==> config.mk <==
export PLATFORM = sky130hd
export DESIGN_NAME = auth_digest_and_zone_lock_cmds
export DESIGN_NICKNAME = d
export VERILOG_FILES = /design/src/common/auth_cmd_pkg.sv /design/src/verilog/crc16_byte.sv /design/src/verilog/auth_digest_and_zone_lock_cmds.sv
export VERILOG_INCLUDE_DIRS = /design/src /design/src/common
export SDC_FILE = /design/constraint.sdc
export NUM_CORES = 2
export LEC_CHECK = 0
export BUFFER_PORTS_ARGS = -buffer_cell sky130_fd_sc_hd__buf_2
export CAP_MARGIN = 20
export CORE_MARGIN = 2
export CORE_UTILIZATION = 35
export DETAILED_ROUTE_END_ITERATION = 6
export SYNTH_ARGS = -nofsm -noshare
export SYNTH_HDL_FRONTEND = slang
export SYNTH_SLANG_ARGS = --single-unit
==> constraint.sdc <==
create_clock -name i_ref_clk -period 4.6 [get_ports i_ref_clk]
set_clock_uncertainty 0.05 [all_clocks]
set_input_delay 0.46 -clock i_ref_clk [delete_from_list [all_inputs] [get_ports i_ref_clk]]
set_output_delay 0.46 -clock i_ref_clk [all_outputs]
set_load 0.05 [all_outputs]
==> src/common/auth_cmd_map.svh <==
`ifndef AUTH_CMD_MAP_SVH
`define AUTH_CMD_MAP_SVH

// Register offsets on the command port
`define REG_OPCODE 4'h0
`define REG_MODE 4'h1
`define REG_SECOND_LO 4'h2
`define REG_SECOND_HI 4'h3
`define REG_CHALLENGE 4'h4
`define REG_CTRL 4'h5
`define REG_STATUS 4'h6
`define REG_RESP_LEN 4'h7
`define REG_RESP 4'h8

// Field positions
`define CTRL_START_BIT 0
`define CTRL_ACK_BIT 1
`define ZONE_SEL_BIT 0
`define ZONE_NOCRC_BIT 7
`define MODE_TEMP_CHAL_BIT 0
`define MODE_TEMP_KEY_BIT 1
`define MODE_SRC_BIT 2
`define MODE_OTP88_BIT 4
`define MODE_OTP64_BIT 5
`define MODE_SERIAL_BIT 6

// Opcodes and answer codes
`define OP_MAC 8'h08
`define OP_HMAC 8'h11
`define OP_LOCK 8'h17
`define ST_OK 8'h00
`define ST_FAIL 8'h01
`define ST_PARSE 8'h03
`define ST_EXEC 8'h0F

// Zones, lock bytes and hashing constants
`define ZONE_CFG 2'h0
`define ZONE_OTP 2'h1
`define ZONE_DATA 2'h2
`define LOCK_VAL 8'hFF
`define LOCK_DATA_ADDR 10'h056
`define LOCK_CFG_ADDR 10'h057
`define CFG_BYTES 10'h058
`define KEY_BLOCK 10'h040
`define IPAD 8'h36
`define OPAD 8'h5C
`define PAD_MARK 8'h80
`define LEN_MAC 10'h058
`define TOT_MAC 10'h080
`define LEN_INNER 10'h098
`define TOT_INNER 10'h0C0
`define LEN_OUTER 10'h060
`define TOT_OUTER 10'h080
`define CRC_POLY 16'h8005

`endif

==> src/common/auth_cmd_pkg.sv <==
package auth_cmd_pkg;
   typedef enum logic [9:0] {
      ST_IDLE = 10'h001,
      ST_CHECK = 10'h002,
      ST_ISSUE = 10'h004,
      ST_MWAIT = 10'h008,
      ST_LOAD = 10'h010,
      ST_SEND = 10'h020,
      ST_HWAIT = 10'h040,
      ST_CRCCHK = 10'h080,
      ST_LOCKWR = 10'h100,
      ST_FINISH = 10'h200
   } state_type;
   typedef enum logic [1:0] {
      PASS_MAC = 2'h0,
      PASS_INNER = 2'h1,
      PASS_OUTER = 2'h2,
      PASS_CRC = 2'h3
   } pass_type;
   typedef struct packed {
      logic rd;
      logic wr;
      logic [1:0] zone;
      logic [9:0] addr;
      logic [7:0] wdata;
   } mem_req_type;
   typedef struct packed {
      logic first;
      logic last;
      logic [7:0] data;
   } sha_beat_type;
endpackage

==> src/verilog/crc16_byte.sv <==
`timescale 1ns/1ns
`default_nettype none
`include "auth_cmd_map.svh"
module crc16_byte #(
   parameter logic [15:0] POLY = `CRC_POLY
) (
   input wire logic i_ref_clk,
   input wire logic i_rst_n,
   input wire logic i_clear,
   input wire logic i_en,
   input wire logic [7:0] i_byte,
   output logic [15:0] o_crc
);
   logic [15:0] crc_next;

   // One byte per enable, least significant bit first
   always_comb begin
      crc_next = o_crc;
      for (int i = 0; i < 8; i++) begin
         if (crc_next[15] ^ i_byte[i]) begin
            crc_next = {crc_next[14:0], 1'b0} ^ POLY;
         end else begin
            crc_next = {crc_next[14:0], 1'b0};
         end
      end
   end

   always_ff @(posedge i_ref_clk) begin
      if (!i_rst_n || i_clear) begin
         o_crc <= 16'h0000;
      end else if (i_en) begin
         o_crc <= crc_next;
      end
   end
endmodule // crc16_byte
`default_nettype wire

==> src/verilog/auth_digest_and_zone_lock_cmds.sv <==
`timescale 1ns/1ns
`default_nettype none
`include "auth_cmd_map.svh"
module auth_digest_and_zone_lock_cmds #(
   parameter int DATA_BYTES = 512,
   parameter int OTP_BYTES = 64
) (
   input wire logic i_ref_clk,
   input wire logic i_rst_n,
   input wire logic [3:0] i_reg_addr,
   input wire logic [7:0] i_reg_wdata,
   input wire logic i_reg_wr,
   input wire logic i_reg_rd,
   output logic [7:0] o_reg_rdata,
   output var auth_cmd_pkg::mem_req_type o_mem_req,
   input wire logic [7:0] i_mem_byte,
   input wire logic [255:0] i_temp_digest,
   input wire logic i_digest_source_flag,
   input wire logic [71:0] i_unit_serial,
   input wire logic [7:0] i_config_lock_byte,
   input wire logic [7:0] i_data_lock_byte,
   output var auth_cmd_pkg::sha_beat_type o_sha_beat,
   output logic o_sha_valid,
   input wire logic i_sha_ready,
   input wire logic i_sha_done,
   input wire logic [255:0] i_sha_digest
);
   localparam logic [9:0] DATA_N = 10'(DATA_BYTES);
   localparam logic [9:0] ZONE_N = 10'(DATA_BYTES + OTP_BYTES);

   auth_cmd_pkg::state_type state_reg, state_next;
   auth_cmd_pkg::pass_type pass_reg;
   logic [9:0] pos_reg;
   logic [7:0] opcode_reg, mode_reg;
   logic [15:0] p2_reg;
   logic [255:0] chal_reg, inner_reg, resp_reg;
   logic resp_len_reg, done_reg, err_reg;
   logic [4:0] rd_ptr_reg;
   logic [7:0] fin_code;
   logic fin_dig;
   logic [15:0] crc_val;

   // Register port decode; inputs share our clock, so no synchroniser
   wire busy = (state_reg != auth_cmd_pkg::ST_IDLE);
   wire wr_ok = i_reg_wr && !busy;
   wire wr_ctrl = i_reg_wr && (i_reg_addr == `REG_CTRL);
   wire start_w = wr_ctrl && i_reg_wdata[`CTRL_START_BIT] && !busy;
   wire ack_w = wr_ctrl && i_reg_wdata[`CTRL_ACK_BIT];
   wire rd_resp = i_reg_rd && (i_reg_addr == `REG_RESP);
   wire [7:0] resp_byte = resp_reg[8'(255 - 8 * rd_ptr_reg) -: 8];
   wire [7:0] rd_mux =
      (i_reg_addr == `REG_OPCODE) ? opcode_reg :
      (i_reg_addr == `REG_MODE) ? mode_reg :
      (i_reg_addr == `REG_SECOND_LO) ? p2_reg[7:0] :
      (i_reg_addr == `REG_SECOND_HI) ? p2_reg[15:8] :
      (i_reg_addr == `REG_STATUS) ? {5'h00, err_reg, done_reg, busy} :
      (i_reg_addr == `REG_RESP_LEN) ? (resp_len_reg ? 8'h20 : 8'h01) :
      (i_reg_addr == `REG_RESP) ? resp_byte : 8'h00;

   // Command checks
   wire is_mac = (opcode_reg == `OP_MAC);
   wire is_hmac = (opcode_reg == `OP_HMAC);
   wire is_lock = (opcode_reg == `OP_LOCK);
   wire flag_eq = (mode_reg[`MODE_SRC_BIT] == i_digest_source_flag);
   wire mac_rsv = mode_reg[7] || mode_reg[3];
   wire hmac_rsv = mac_rsv || mode_reg[1] || mode_reg[0];
   wire mac_tk = mode_reg[`MODE_TEMP_CHAL_BIT] || mode_reg[`MODE_TEMP_KEY_BIT];
   wire lock_rsv = |mode_reg[6:1];
   wire zone_data = mode_reg[`ZONE_SEL_BIT];
   wire zone_locked = zone_data ? (i_data_lock_byte == `LOCK_VAL)
                                : (i_config_lock_byte == `LOCK_VAL);

   // Stream geometry of the current pass
   wire is_crc = (pass_reg == auth_cmd_pkg::PASS_CRC);
   wire is_hm = (pass_reg == auth_cmd_pkg::PASS_INNER) ||
                (pass_reg == auth_cmd_pkg::PASS_OUTER);
   wire [9:0] len_w = (pass_reg == auth_cmd_pkg::PASS_MAC) ? `LEN_MAC :
                      (pass_reg == auth_cmd_pkg::PASS_INNER) ? `LEN_INNER :
                      `LEN_OUTER;
   wire [9:0] tot_w = is_crc ? (zone_data ? ZONE_N : `CFG_BYTES) :
                      (pass_reg == auth_cmd_pkg::PASS_INNER) ? `TOT_INNER :
                      (pass_reg == auth_cmd_pkg::PASS_MAC) ? `TOT_MAC :
                      `TOT_OUTER;
   wire [15:0] len_bits = {3'h0, len_w, 3'h0};
   wire last_pos = (pos_reg == tot_w - 10'h001);
   wire [9:0] m_idx = is_hm ? pos_reg - `KEY_BLOCK : pos_reg;
   wire [8:0] slot_base = {p2_reg[3:0], 5'h00};

   // Byte source of stream position pos_reg
   logic need_mem;
   logic [1:0] mem_zone;
   logic [9:0] mem_addr;
   logic [7:0] fix_byte, xor_byte;
   always_comb begin
      need_mem = 1'b0;
      mem_zone = `ZONE_DATA;
      mem_addr = 10'h000;
      fix_byte = 8'h00;
      xor_byte = 8'h00;
      if (is_crc) begin
         need_mem = 1'b1;
         if (!zone_data) begin
            mem_zone = `ZONE_CFG;
            mem_addr = pos_reg;
         end else if (pos_reg < DATA_N) begin
            mem_addr = pos_reg;
         end else begin
            mem_zone = `ZONE_OTP;
            mem_addr = pos_reg - DATA_N;
         end
      end else if (pos_reg >= len_w) begin
         // Standard SHA-256 padding and bit length
         if (pos_reg == len_w) begin
            fix_byte = `PAD_MARK;
         end else if (pos_reg == tot_w - 10'h002) begin
            fix_byte = len_bits[15:8];
         end else if (last_pos) begin
            fix_byte = len_bits[7:0];
         end
      end else if (is_hm && pos_reg < `KEY_BLOCK) begin
         // Key block, slot key then zeros, xored with the pad
         xor_byte = (pass_reg == auth_cmd_pkg::PASS_INNER) ? `IPAD : `OPAD;
         if (pos_reg < 10'h020) begin
            need_mem = 1'b1;
            mem_addr = {1'b0, slot_base | {4'h0, pos_reg[4:0]}};
         end
      end else if (pass_reg == auth_cmd_pkg::PASS_OUTER) begin
         fix_byte = inner_reg[8'(255 - 8 * m_idx[4:0]) -: 8];
      end else if (m_idx < 10'h020) begin
         if (is_mac && mode_reg[`MODE_TEMP_KEY_BIT]) begin
            fix_byte = i_temp_digest[8 * m_idx[4:0] +: 8];
         end else if (is_mac) begin
            need_mem = 1'b1;
            mem_addr = {1'b0, slot_base | {4'h0, m_idx[4:0]}};
         end
      end else if (m_idx < 10'h040) begin
         if (is_hmac || mode_reg[`MODE_TEMP_CHAL_BIT]) begin
            fix_byte = i_temp_digest[8 * m_idx[4:0] +: 8];
         end else begin
            fix_byte = chal_reg[8 * m_idx[4:0] +: 8];
         end
      end else if (m_idx == 10'h040) begin
         fix_byte = opcode_reg;
      end else if (m_idx == 10'h041) begin
         fix_byte = mode_reg;
      end else if (m_idx < 10'h044) begin
         fix_byte = m_idx[0] ? p2_reg[15:8] : p2_reg[7:0];
      end else if (m_idx < 10'h04F) begin
         mem_zone = `ZONE_OTP;
         mem_addr = m_idx - 10'h044;
         need_mem = mode_reg[`MODE_OTP88_BIT] ||
                    (m_idx < 10'h04C && mode_reg[`MODE_OTP64_BIT]);
      end else if (m_idx == 10'h04F) begin
         fix_byte = i_unit_serial[71:64];
      end else if (m_idx < 10'h054) begin
         if (mode_reg[`MODE_SERIAL_BIT]) begin
            fix_byte = i_unit_serial[8 * (m_idx - 10'h04C) +: 8];
         end
      end else if (m_idx < 10'h056) begin
         fix_byte = i_unit_serial[8 * (m_idx - 10'h054) +: 8];
      end else if (mode_reg[`MODE_SERIAL_BIT]) begin
         fix_byte = i_unit_serial[8 * (m_idx - 10'h054) +: 8];
      end
   end

   wire [7:0] cur_byte = (need_mem ? i_mem_byte : fix_byte) ^ xor_byte;
   wire crc_en = (state_reg == auth_cmd_pkg::ST_LOAD) && is_crc;
   wire crc_clr = (state_reg == auth_cmd_pkg::ST_CHECK);

   crc16_byte u_crc (
      .i_ref_clk(i_ref_clk),
      .i_rst_n(i_rst_n),
      .i_clear(crc_clr),
      .i_en(crc_en),
      .i_byte(cur_byte),
      .o_crc(crc_val)
   );

   // Sequencer: decides error, walk of passes, and the final answer
   always_comb begin
      state_next = state_reg;
      fin_code = `ST_OK;
      fin_dig = 1'b0;
      unique case (state_reg)
         auth_cmd_pkg::ST_IDLE: begin
            if (start_w) state_next = auth_cmd_pkg::ST_CHECK;
         end
         auth_cmd_pkg::ST_CHECK: begin
            state_next = auth_cmd_pkg::ST_FINISH;
            if (is_lock) begin
               if (zone_locked) fin_code = `ST_FAIL;
               else if (lock_rsv) fin_code = `ST_PARSE;
               else if (mode_reg[`ZONE_NOCRC_BIT])
                  state_next = auth_cmd_pkg::ST_LOCKWR;
               else state_next = auth_cmd_pkg::ST_ISSUE;
            end else if (is_hmac) begin
               if (hmac_rsv) fin_code = `ST_PARSE;
               else if (!flag_eq) fin_code = `ST_EXEC;
               else state_next = auth_cmd_pkg::ST_ISSUE;
            end else if (is_mac) begin
               if (mac_rsv) fin_code = `ST_PARSE;
               else if (mac_tk && !flag_eq) fin_code = `ST_EXEC;
               else state_next = auth_cmd_pkg::ST_ISSUE;
            end else begin
               fin_code = `ST_PARSE;
            end
         end
         auth_cmd_pkg::ST_ISSUE: state_next = auth_cmd_pkg::ST_MWAIT;
         auth_cmd_pkg::ST_MWAIT: state_next = auth_cmd_pkg::ST_LOAD;
         auth_cmd_pkg::ST_LOAD: begin
            if (!is_crc) state_next = auth_cmd_pkg::ST_SEND;
            else if (last_pos) state_next = auth_cmd_pkg::ST_CRCCHK;
            else state_next = auth_cmd_pkg::ST_ISSUE;
         end
         auth_cmd_pkg::ST_SEND: begin
            if (i_sha_ready && last_pos) state_next = auth_cmd_pkg::ST_HWAIT;
            else if (i_sha_ready) state_next = auth_cmd_pkg::ST_ISSUE;
         end
         auth_cmd_pkg::ST_HWAIT: begin
            if (i_sha_done && pass_reg == auth_cmd_pkg::PASS_INNER) begin
               state_next = auth_cmd_pkg::ST_ISSUE;
            end else if (i_sha_done) begin
               state_next = auth_cmd_pkg::ST_FINISH;
               fin_dig = 1'b1;
            end
         end
         auth_cmd_pkg::ST_CRCCHK: begin
            if (crc_val == p2_reg) begin
               state_next = auth_cmd_pkg::ST_LOCKWR;
            end else begin
               state_next = auth_cmd_pkg::ST_FINISH;
               fin_code = `ST_EXEC;
            end
         end
         auth_cmd_pkg::ST_LOCKWR: state_next = auth_cmd_pkg::ST_FINISH;
         auth_cmd_pkg::ST_FINISH: state_next = auth_cmd_pkg::ST_IDLE;
      endcase
   end

   wire go_fin = (state_next == auth_cmd_pkg::ST_FINISH) &&
                 (state_reg != auth_cmd_pkg::ST_FINISH);
   wire sent = (state_reg == auth_cmd_pkg::ST_SEND) && i_sha_ready;
   wire to_outer = (state_reg == auth_cmd_pkg::ST_HWAIT) && i_sha_done &&
                   (pass_reg == auth_cmd_pkg::PASS_INNER);

   always_ff @(posedge i_ref_clk) begin
      if (!i_rst_n) state_reg <= auth_cmd_pkg::ST_IDLE;
      else state_reg <= state_next;
   end

   // Parameters are frozen while a command runs
   always_ff @(posedge i_ref_clk) begin
      if (!i_rst_n) begin
         opcode_reg <= 8'h00;
         mode_reg <= 8'h00;
         p2_reg <= 16'h0000;
         chal_reg <= 256'h0;
      end else if (wr_ok) begin
         if (i_reg_addr == `REG_OPCODE) opcode_reg <= i_reg_wdata;
         if (i_reg_addr == `REG_MODE) mode_reg <= i_reg_wdata;
         if (i_reg_addr == `REG_SECOND_LO) p2_reg[7:0] <= i_reg_wdata;
         if (i_reg_addr == `REG_SECOND_HI) p2_reg[15:8] <= i_reg_wdata;
         if (i_reg_addr == `REG_CHALLENGE)
            chal_reg <= {i_reg_wdata, chal_reg[255:8]};
      end
   end

   // Pass and stream position
   always_ff @(posedge i_ref_clk) begin
      if (!i_rst_n || crc_clr) begin
         pos_reg <= 10'h000;
         pass_reg <= is_lock ? auth_cmd_pkg::PASS_CRC :
                     is_hmac ? auth_cmd_pkg::PASS_INNER :
                     auth_cmd_pkg::PASS_MAC;
      end else if (to_outer) begin
         pos_reg <= 10'h000;
         pass_reg <= auth_cmd_pkg::PASS_OUTER;
      end else if (crc_en || sent) begin
         pos_reg <= pos_reg + 10'h001;
      end
   end

   // Memory port: read request, or the lock byte write
   always_ff @(posedge i_ref_clk) begin
      if (!i_rst_n) begin
         o_mem_req <= '0;
      end else if (state_reg == auth_cmd_pkg::ST_LOCKWR) begin
         o_mem_req.rd <= 1'b0;
         o_mem_req.wr <= 1'b1;
         o_mem_req.zone <= `ZONE_CFG;
         o_mem_req.addr <= zone_data ? `LOCK_DATA_ADDR : `LOCK_CFG_ADDR;
         o_mem_req.wdata <= `LOCK_VAL;
      end else begin
         o_mem_req.rd <= (state_reg == auth_cmd_pkg::ST_ISSUE) && need_mem;
         o_mem_req.wr <= 1'b0;
         o_mem_req.zone <= mem_zone;
         o_mem_req.addr <= mem_addr;
         o_mem_req.wdata <= 8'h00;
      end
   end

   // Hash engine feed, held until the engine takes it
   always_ff @(posedge i_ref_clk) begin
      if (!i_rst_n) begin
         o_sha_valid <= 1'b0;
         o_sha_beat <= '0;
      end else if (state_reg == auth_cmd_pkg::ST_LOAD && !is_crc) begin
         o_sha_valid <= 1'b1;
         o_sha_beat <= {pos_reg == 10'h000, last_pos, cur_byte};
      end else if (sent) begin
         o_sha_valid <= 1'b0;
      end
   end

   // Answer buffer, status flags and register read data
   always_ff @(posedge i_ref_clk) begin
      if (!i_rst_n) begin
         inner_reg <= 256'h0;
         resp_reg <= 256'h0;
         resp_len_reg <= 1'b0;
         err_reg <= 1'b0;
         done_reg <= 1'b0;
         rd_ptr_reg <= 5'h00;
         o_reg_rdata <= 8'h00;
      end else begin
         o_reg_rdata <= i_reg_rd ? rd_mux : 8'h00;
         if (to_outer) inner_reg <= i_sha_digest;
         if (go_fin) begin
            resp_reg <= fin_dig ? i_sha_digest : {fin_code, 248'h0};
            resp_len_reg <= fin_dig;
            err_reg <= !fin_dig && (fin_code != `ST_OK);
         end
         // Finish sets done even in the cycle software acknowledges
         done_reg <= (state_reg == auth_cmd_pkg::ST_FINISH) ||
                     (done_reg && !ack_w && !start_w);
         if (start_w) rd_ptr_reg <= 5'h00;
         else if (rd_resp) rd_ptr_reg <= resp_len_reg ? rd_ptr_reg + 5'h01
                                                      : 5'h00;
      end
   end
endmodule // auth_digest_and_zone_lock_cmds
`default_nettype wire

==> impl_metrics.py <==
metrics = {
    "global_routing": {
        "grtUsageTotal_pct": 28.71,
        "grt_max_degree": 253,
        "grt_first_pass_wirelength_um": 268700,
        "overflow": 0,
        "antenna_found_initial": 38,
        "grt_pass1_vias": 39560,
    },
    "cells_and_area": {
        "n_fill_cell": 11840,
        "multi_input_area_um2": 23390,
        "register_area_um2": 17640,
        "layoutNonFillerInstCount": 7467,
        "syn_to_final_growth_pct": 28.78,
        "final_area_um2": 54970,
        "drive_above_1_share_pct": 25.57,
        "nets": 6401,
    },
    "power_and_ir_drop": {
        "combPwrFrac_pct": 7.8,
        "switching_share_pct": 24.39,
        "p_switching_mw": 4.120,
        "vdd_drop_max_mv": 0.2997,
        "power_density_nw_per_um2": 307.3,
        "p_leak_nw": 19.62,
        "p_total_mw": 16.89,
        "seq_power_share_pct": 45.2,
        "p_clk_share_pct": 47.1,
        "p_int_mw": 12.77,
    },
    "place": {
        "gp_congestion": 0.9899,
        "place_ws_ns": -0.1085,
        "numPortBuffers": 667,
        "dpl.hpwl_um": 139600,
        "place_area_um2": 48810,
        "placed_cells": 7014,
    },
    "timing": {
        "timing.final.ws_setup_ns": 0.1074,
        "period_share_pct": 97.67,
        "drv_slew": 0,
        "period_needed_ns": 4.493,
        "worst_pin_slew_ns": 1.324,
        "setup_viol": 0,
        "fmax_mhz": 222.6,
        "finalHoldViolations": 0,
        "max_slew_margin_pct": 11.72,
    },
    "clock_network": {
        "clock_sinks": 879,
        "cts_buffers": 95,
        "cts_tree": "done",
        "root_buffer": "clkbuf_16",
        "clk_pin_slew_ns": 0.07,
        "htree_levels": 3,
        "clk_path_buf_depth": 3,
        "insertion_delay_ns": 0.69,
    },
    "synth": {
        "synth_top_area_share_pct": 41.13,
        "synthCells": 4868,
        "synthArstFlopShare_pct": 0,
        "synth_cell_types": 110,
        "ys_ff_latch": 879,
        "avgSynthCellArea_um2": 8.768,
        "syn_area_um2": 42680,
        "synth_area_leader_cell": "dfxtp_1",
        "seq_area_frac_synth_pct": 41.27,
        "syn_nets": 5516,
        "yosysMostFrequentCell": "nand2_1",
        "synth-edff-count": 2,
        "synth_ff_type": "dfxtp_1",
        "ys_warn_count": 0,
        "yosys-top-cells-count": "nand2_1 (1,189), dfxtp_1 (877), a21oi_1 (623), nor2_1 (420), clkbuf_1 (302)",
        "ys_top_cells_by_area": "dfxtp_1 (41%), mux4_2 (12%), nand2_1 (10%)",
    },
    "detailed_routing": {
        "via_per_inst": 5.716,
        "wl_per_cell_um": 25.16,
        "remaining_drc_errors": 0,
        "firstDrtPassIters": 6,
        "drtIter0Drc": 5421,
        "vias": 42680,
        "ant_nets": 0,
        "drt_wl_total_um": 187900,
    },
    "critical_path": {
        "cp-start-kind": "flop",
        "cp-end-kind": "flop",
        "arrival_ns": 5.00,
        "slowest_stage": "xor3_1",
        "max_stage_delay_ns": 0.49,
        "path_max_fanout": 5,
        "crit_type": "reg2reg",
        "ff2ff_path_depth": 16,
        "cp_cell_sequence": "inv_2 -> ha_4 -> nor4b_4 -> mux2_4 -> or3_1 -> o311ai_1 -> o211a_1 -> a211oi_2 -> buf_4 -> a2111oi_0 -> or3_4 -> xnor2_2 -> xor3_1 -> xnor2_2 -> xnor2_1 -> a211oi_2",
        "crit_required_ns": 5.10,
    },
    "floorplanning": {
        "core_area_um2": 121400,
        "boundaryPins": 668,
        "die_x_um": 353.2,
        "dieArea_um2": 124800,
        "num_rows": 128,
        "die_h_um": 353.2,
        "start_util_pct": 35.16,
    },
    "worst_hold_path": {
        "min_path_type": "in2reg",
        "worstHoldPathCells": 3,
    },
    "outcome": {
        "status": "finished, final reports clean",
    },
    "flow_run": {
        "max_cap_viol_count": 0,
    },
}
critical path: cells and delay by family, from the launching register on:
kind	cells	cell delay, ns
flops	1	0.44
mux	1	0.35
xor+xnor	4	0.99
simple gates	3	0.86
fa+ha+maj	1	0.30
buf+inv	2	0.24
compound gates	5	1.16
area by class of cell:
cell class / count / share of cell area (%)
multi-input cells: 3546 / 42.56
flip-flops and latches: 879 / 32.09
repair buffers: 1204 / 15.51
clock buffers: 140 / 5.051
inverters: 27 / 0.2003
well taps: 1625 / 3.699
diodes: 10 / 0.04552
clock inverters: 36 / 0.8467
power by group through the flow:
stage | Sequential [mW] | Clock [mW] | Combinational (mW)
after floorplan | 7.80 | 0 | 0.420
after global placement | 7.80 | 0 | 1.09
after detailed placement | 7.80 | 0 | 1.08
after CTS | 7.63 | 8.04 | 1.26
after global routing | 7.62 | 8.36 | 1.36
final | 7.63 | 7.95 | 1.31
cell families (layout without fill, tap and decap cells):
family / after synthesis / in the layout / share of synthesized area, %
compound gates: 1169 / 1169 / 17.09
xor+xnor: 66 / 66 / 1.554
other cells: 0 / 10 / 0
simple gates: 1872 / 1872 / 18.24
fa+ha+maj: 21 / 21 / 0.6156
buf+inv: 443 / 1407 / 4.664
flops: 879 / 879 / 41.27
mux: 418 / 418 / 16.57
worst paths after layout:
kind,from,endpoint,slack [ns]
max,pass_reg[0]$_SDFFCE_PN0P_,u_crc.o_crc[15]$_SDFFE_PP0P_,0.11
min,i_sha_digest[134],resp_reg[134]$_SDFFE_PN0P_,0.04
max reg2reg,pass_reg[0]$_SDFFCE_PN0P_,u_crc.o_crc[15]$_SDFFE_PP0P_,0.11
min reg2reg,chal_reg[224]$_SDFFE_PN0P_,chal_reg[216]$_SDFFE_PN0P_,0.37
per-layer routing:
| metal | routed length, µm | part of all wire (%) | global-route usage [%] | vias to the layer above |
|---|---|---|---|---|
| met5 | 138 | 0.073 | 0 | - |
| met4 | 7797 | 4.2 | 10.90 | 22 |
| met3 | 16920 | 9.0 | 5.359 | 391 |
| met2 | 85130 | 45 | 45.02 | 2289 |
| met1 | 77890 | 41 | 39.16 | 20920 |
| li1 | - | - | - | 19050 |
metrics by stage:
stage | util, % | setup TNS [ns] | hold slack [ns]
floorplan | - | 0 | 0.3790
global placement | 40.20 | -0.07636 | 0.3898
detailed placement | 40.20 | -0.1085 | 0.3933
CTS | 44.97 | 0 | 0.0005345
global route | 45.27 | -0.01353 | 0.01634
finish | 45.28 | 0 | 0.03683
what timing repair did:
item                                    CTS  global route
hold buffers                            246             1
buffers inserted                          5            15
endpoints found under the setup margin    1             2
endpoints found under the hold margin   407             1
resized for setup                         5            45
pin swaps                                 3            18
placed cells by master, fill, tap and decap left out, types with 8 or more instances in the layout:
cell type	count
nand2_1	1188
dfxtp_1	869
buf_2	667
a21oi_1	623
nor2_1	418
a22oi_1	285
dlygate4sd3_1	247
buf_4	245
mux4_2	227
mux2i_1	149
clkbuf_16	95
nand3_1	46
o21ai_0	45
xnor2_1	43
buf_12	42
nor3_1	41
o22ai_1	41
mux2_2	36
nand4_1	30
clkbuf_8	23
clkbuf_1	22
a31oi_1	20
clkinv_2	19
a221oi_1	19
ha_1	19
a211oi_1	18
inv_1	17
o211ai_1	16
nor2b_1	14
and2_1	12
xor2_1	11
diode_2	10
or3_1	10
nand2b_1	10
and3_1	10
nor4_1	9
or2_2	8
No activity file was read; power rests on OpenSTA's default activity.
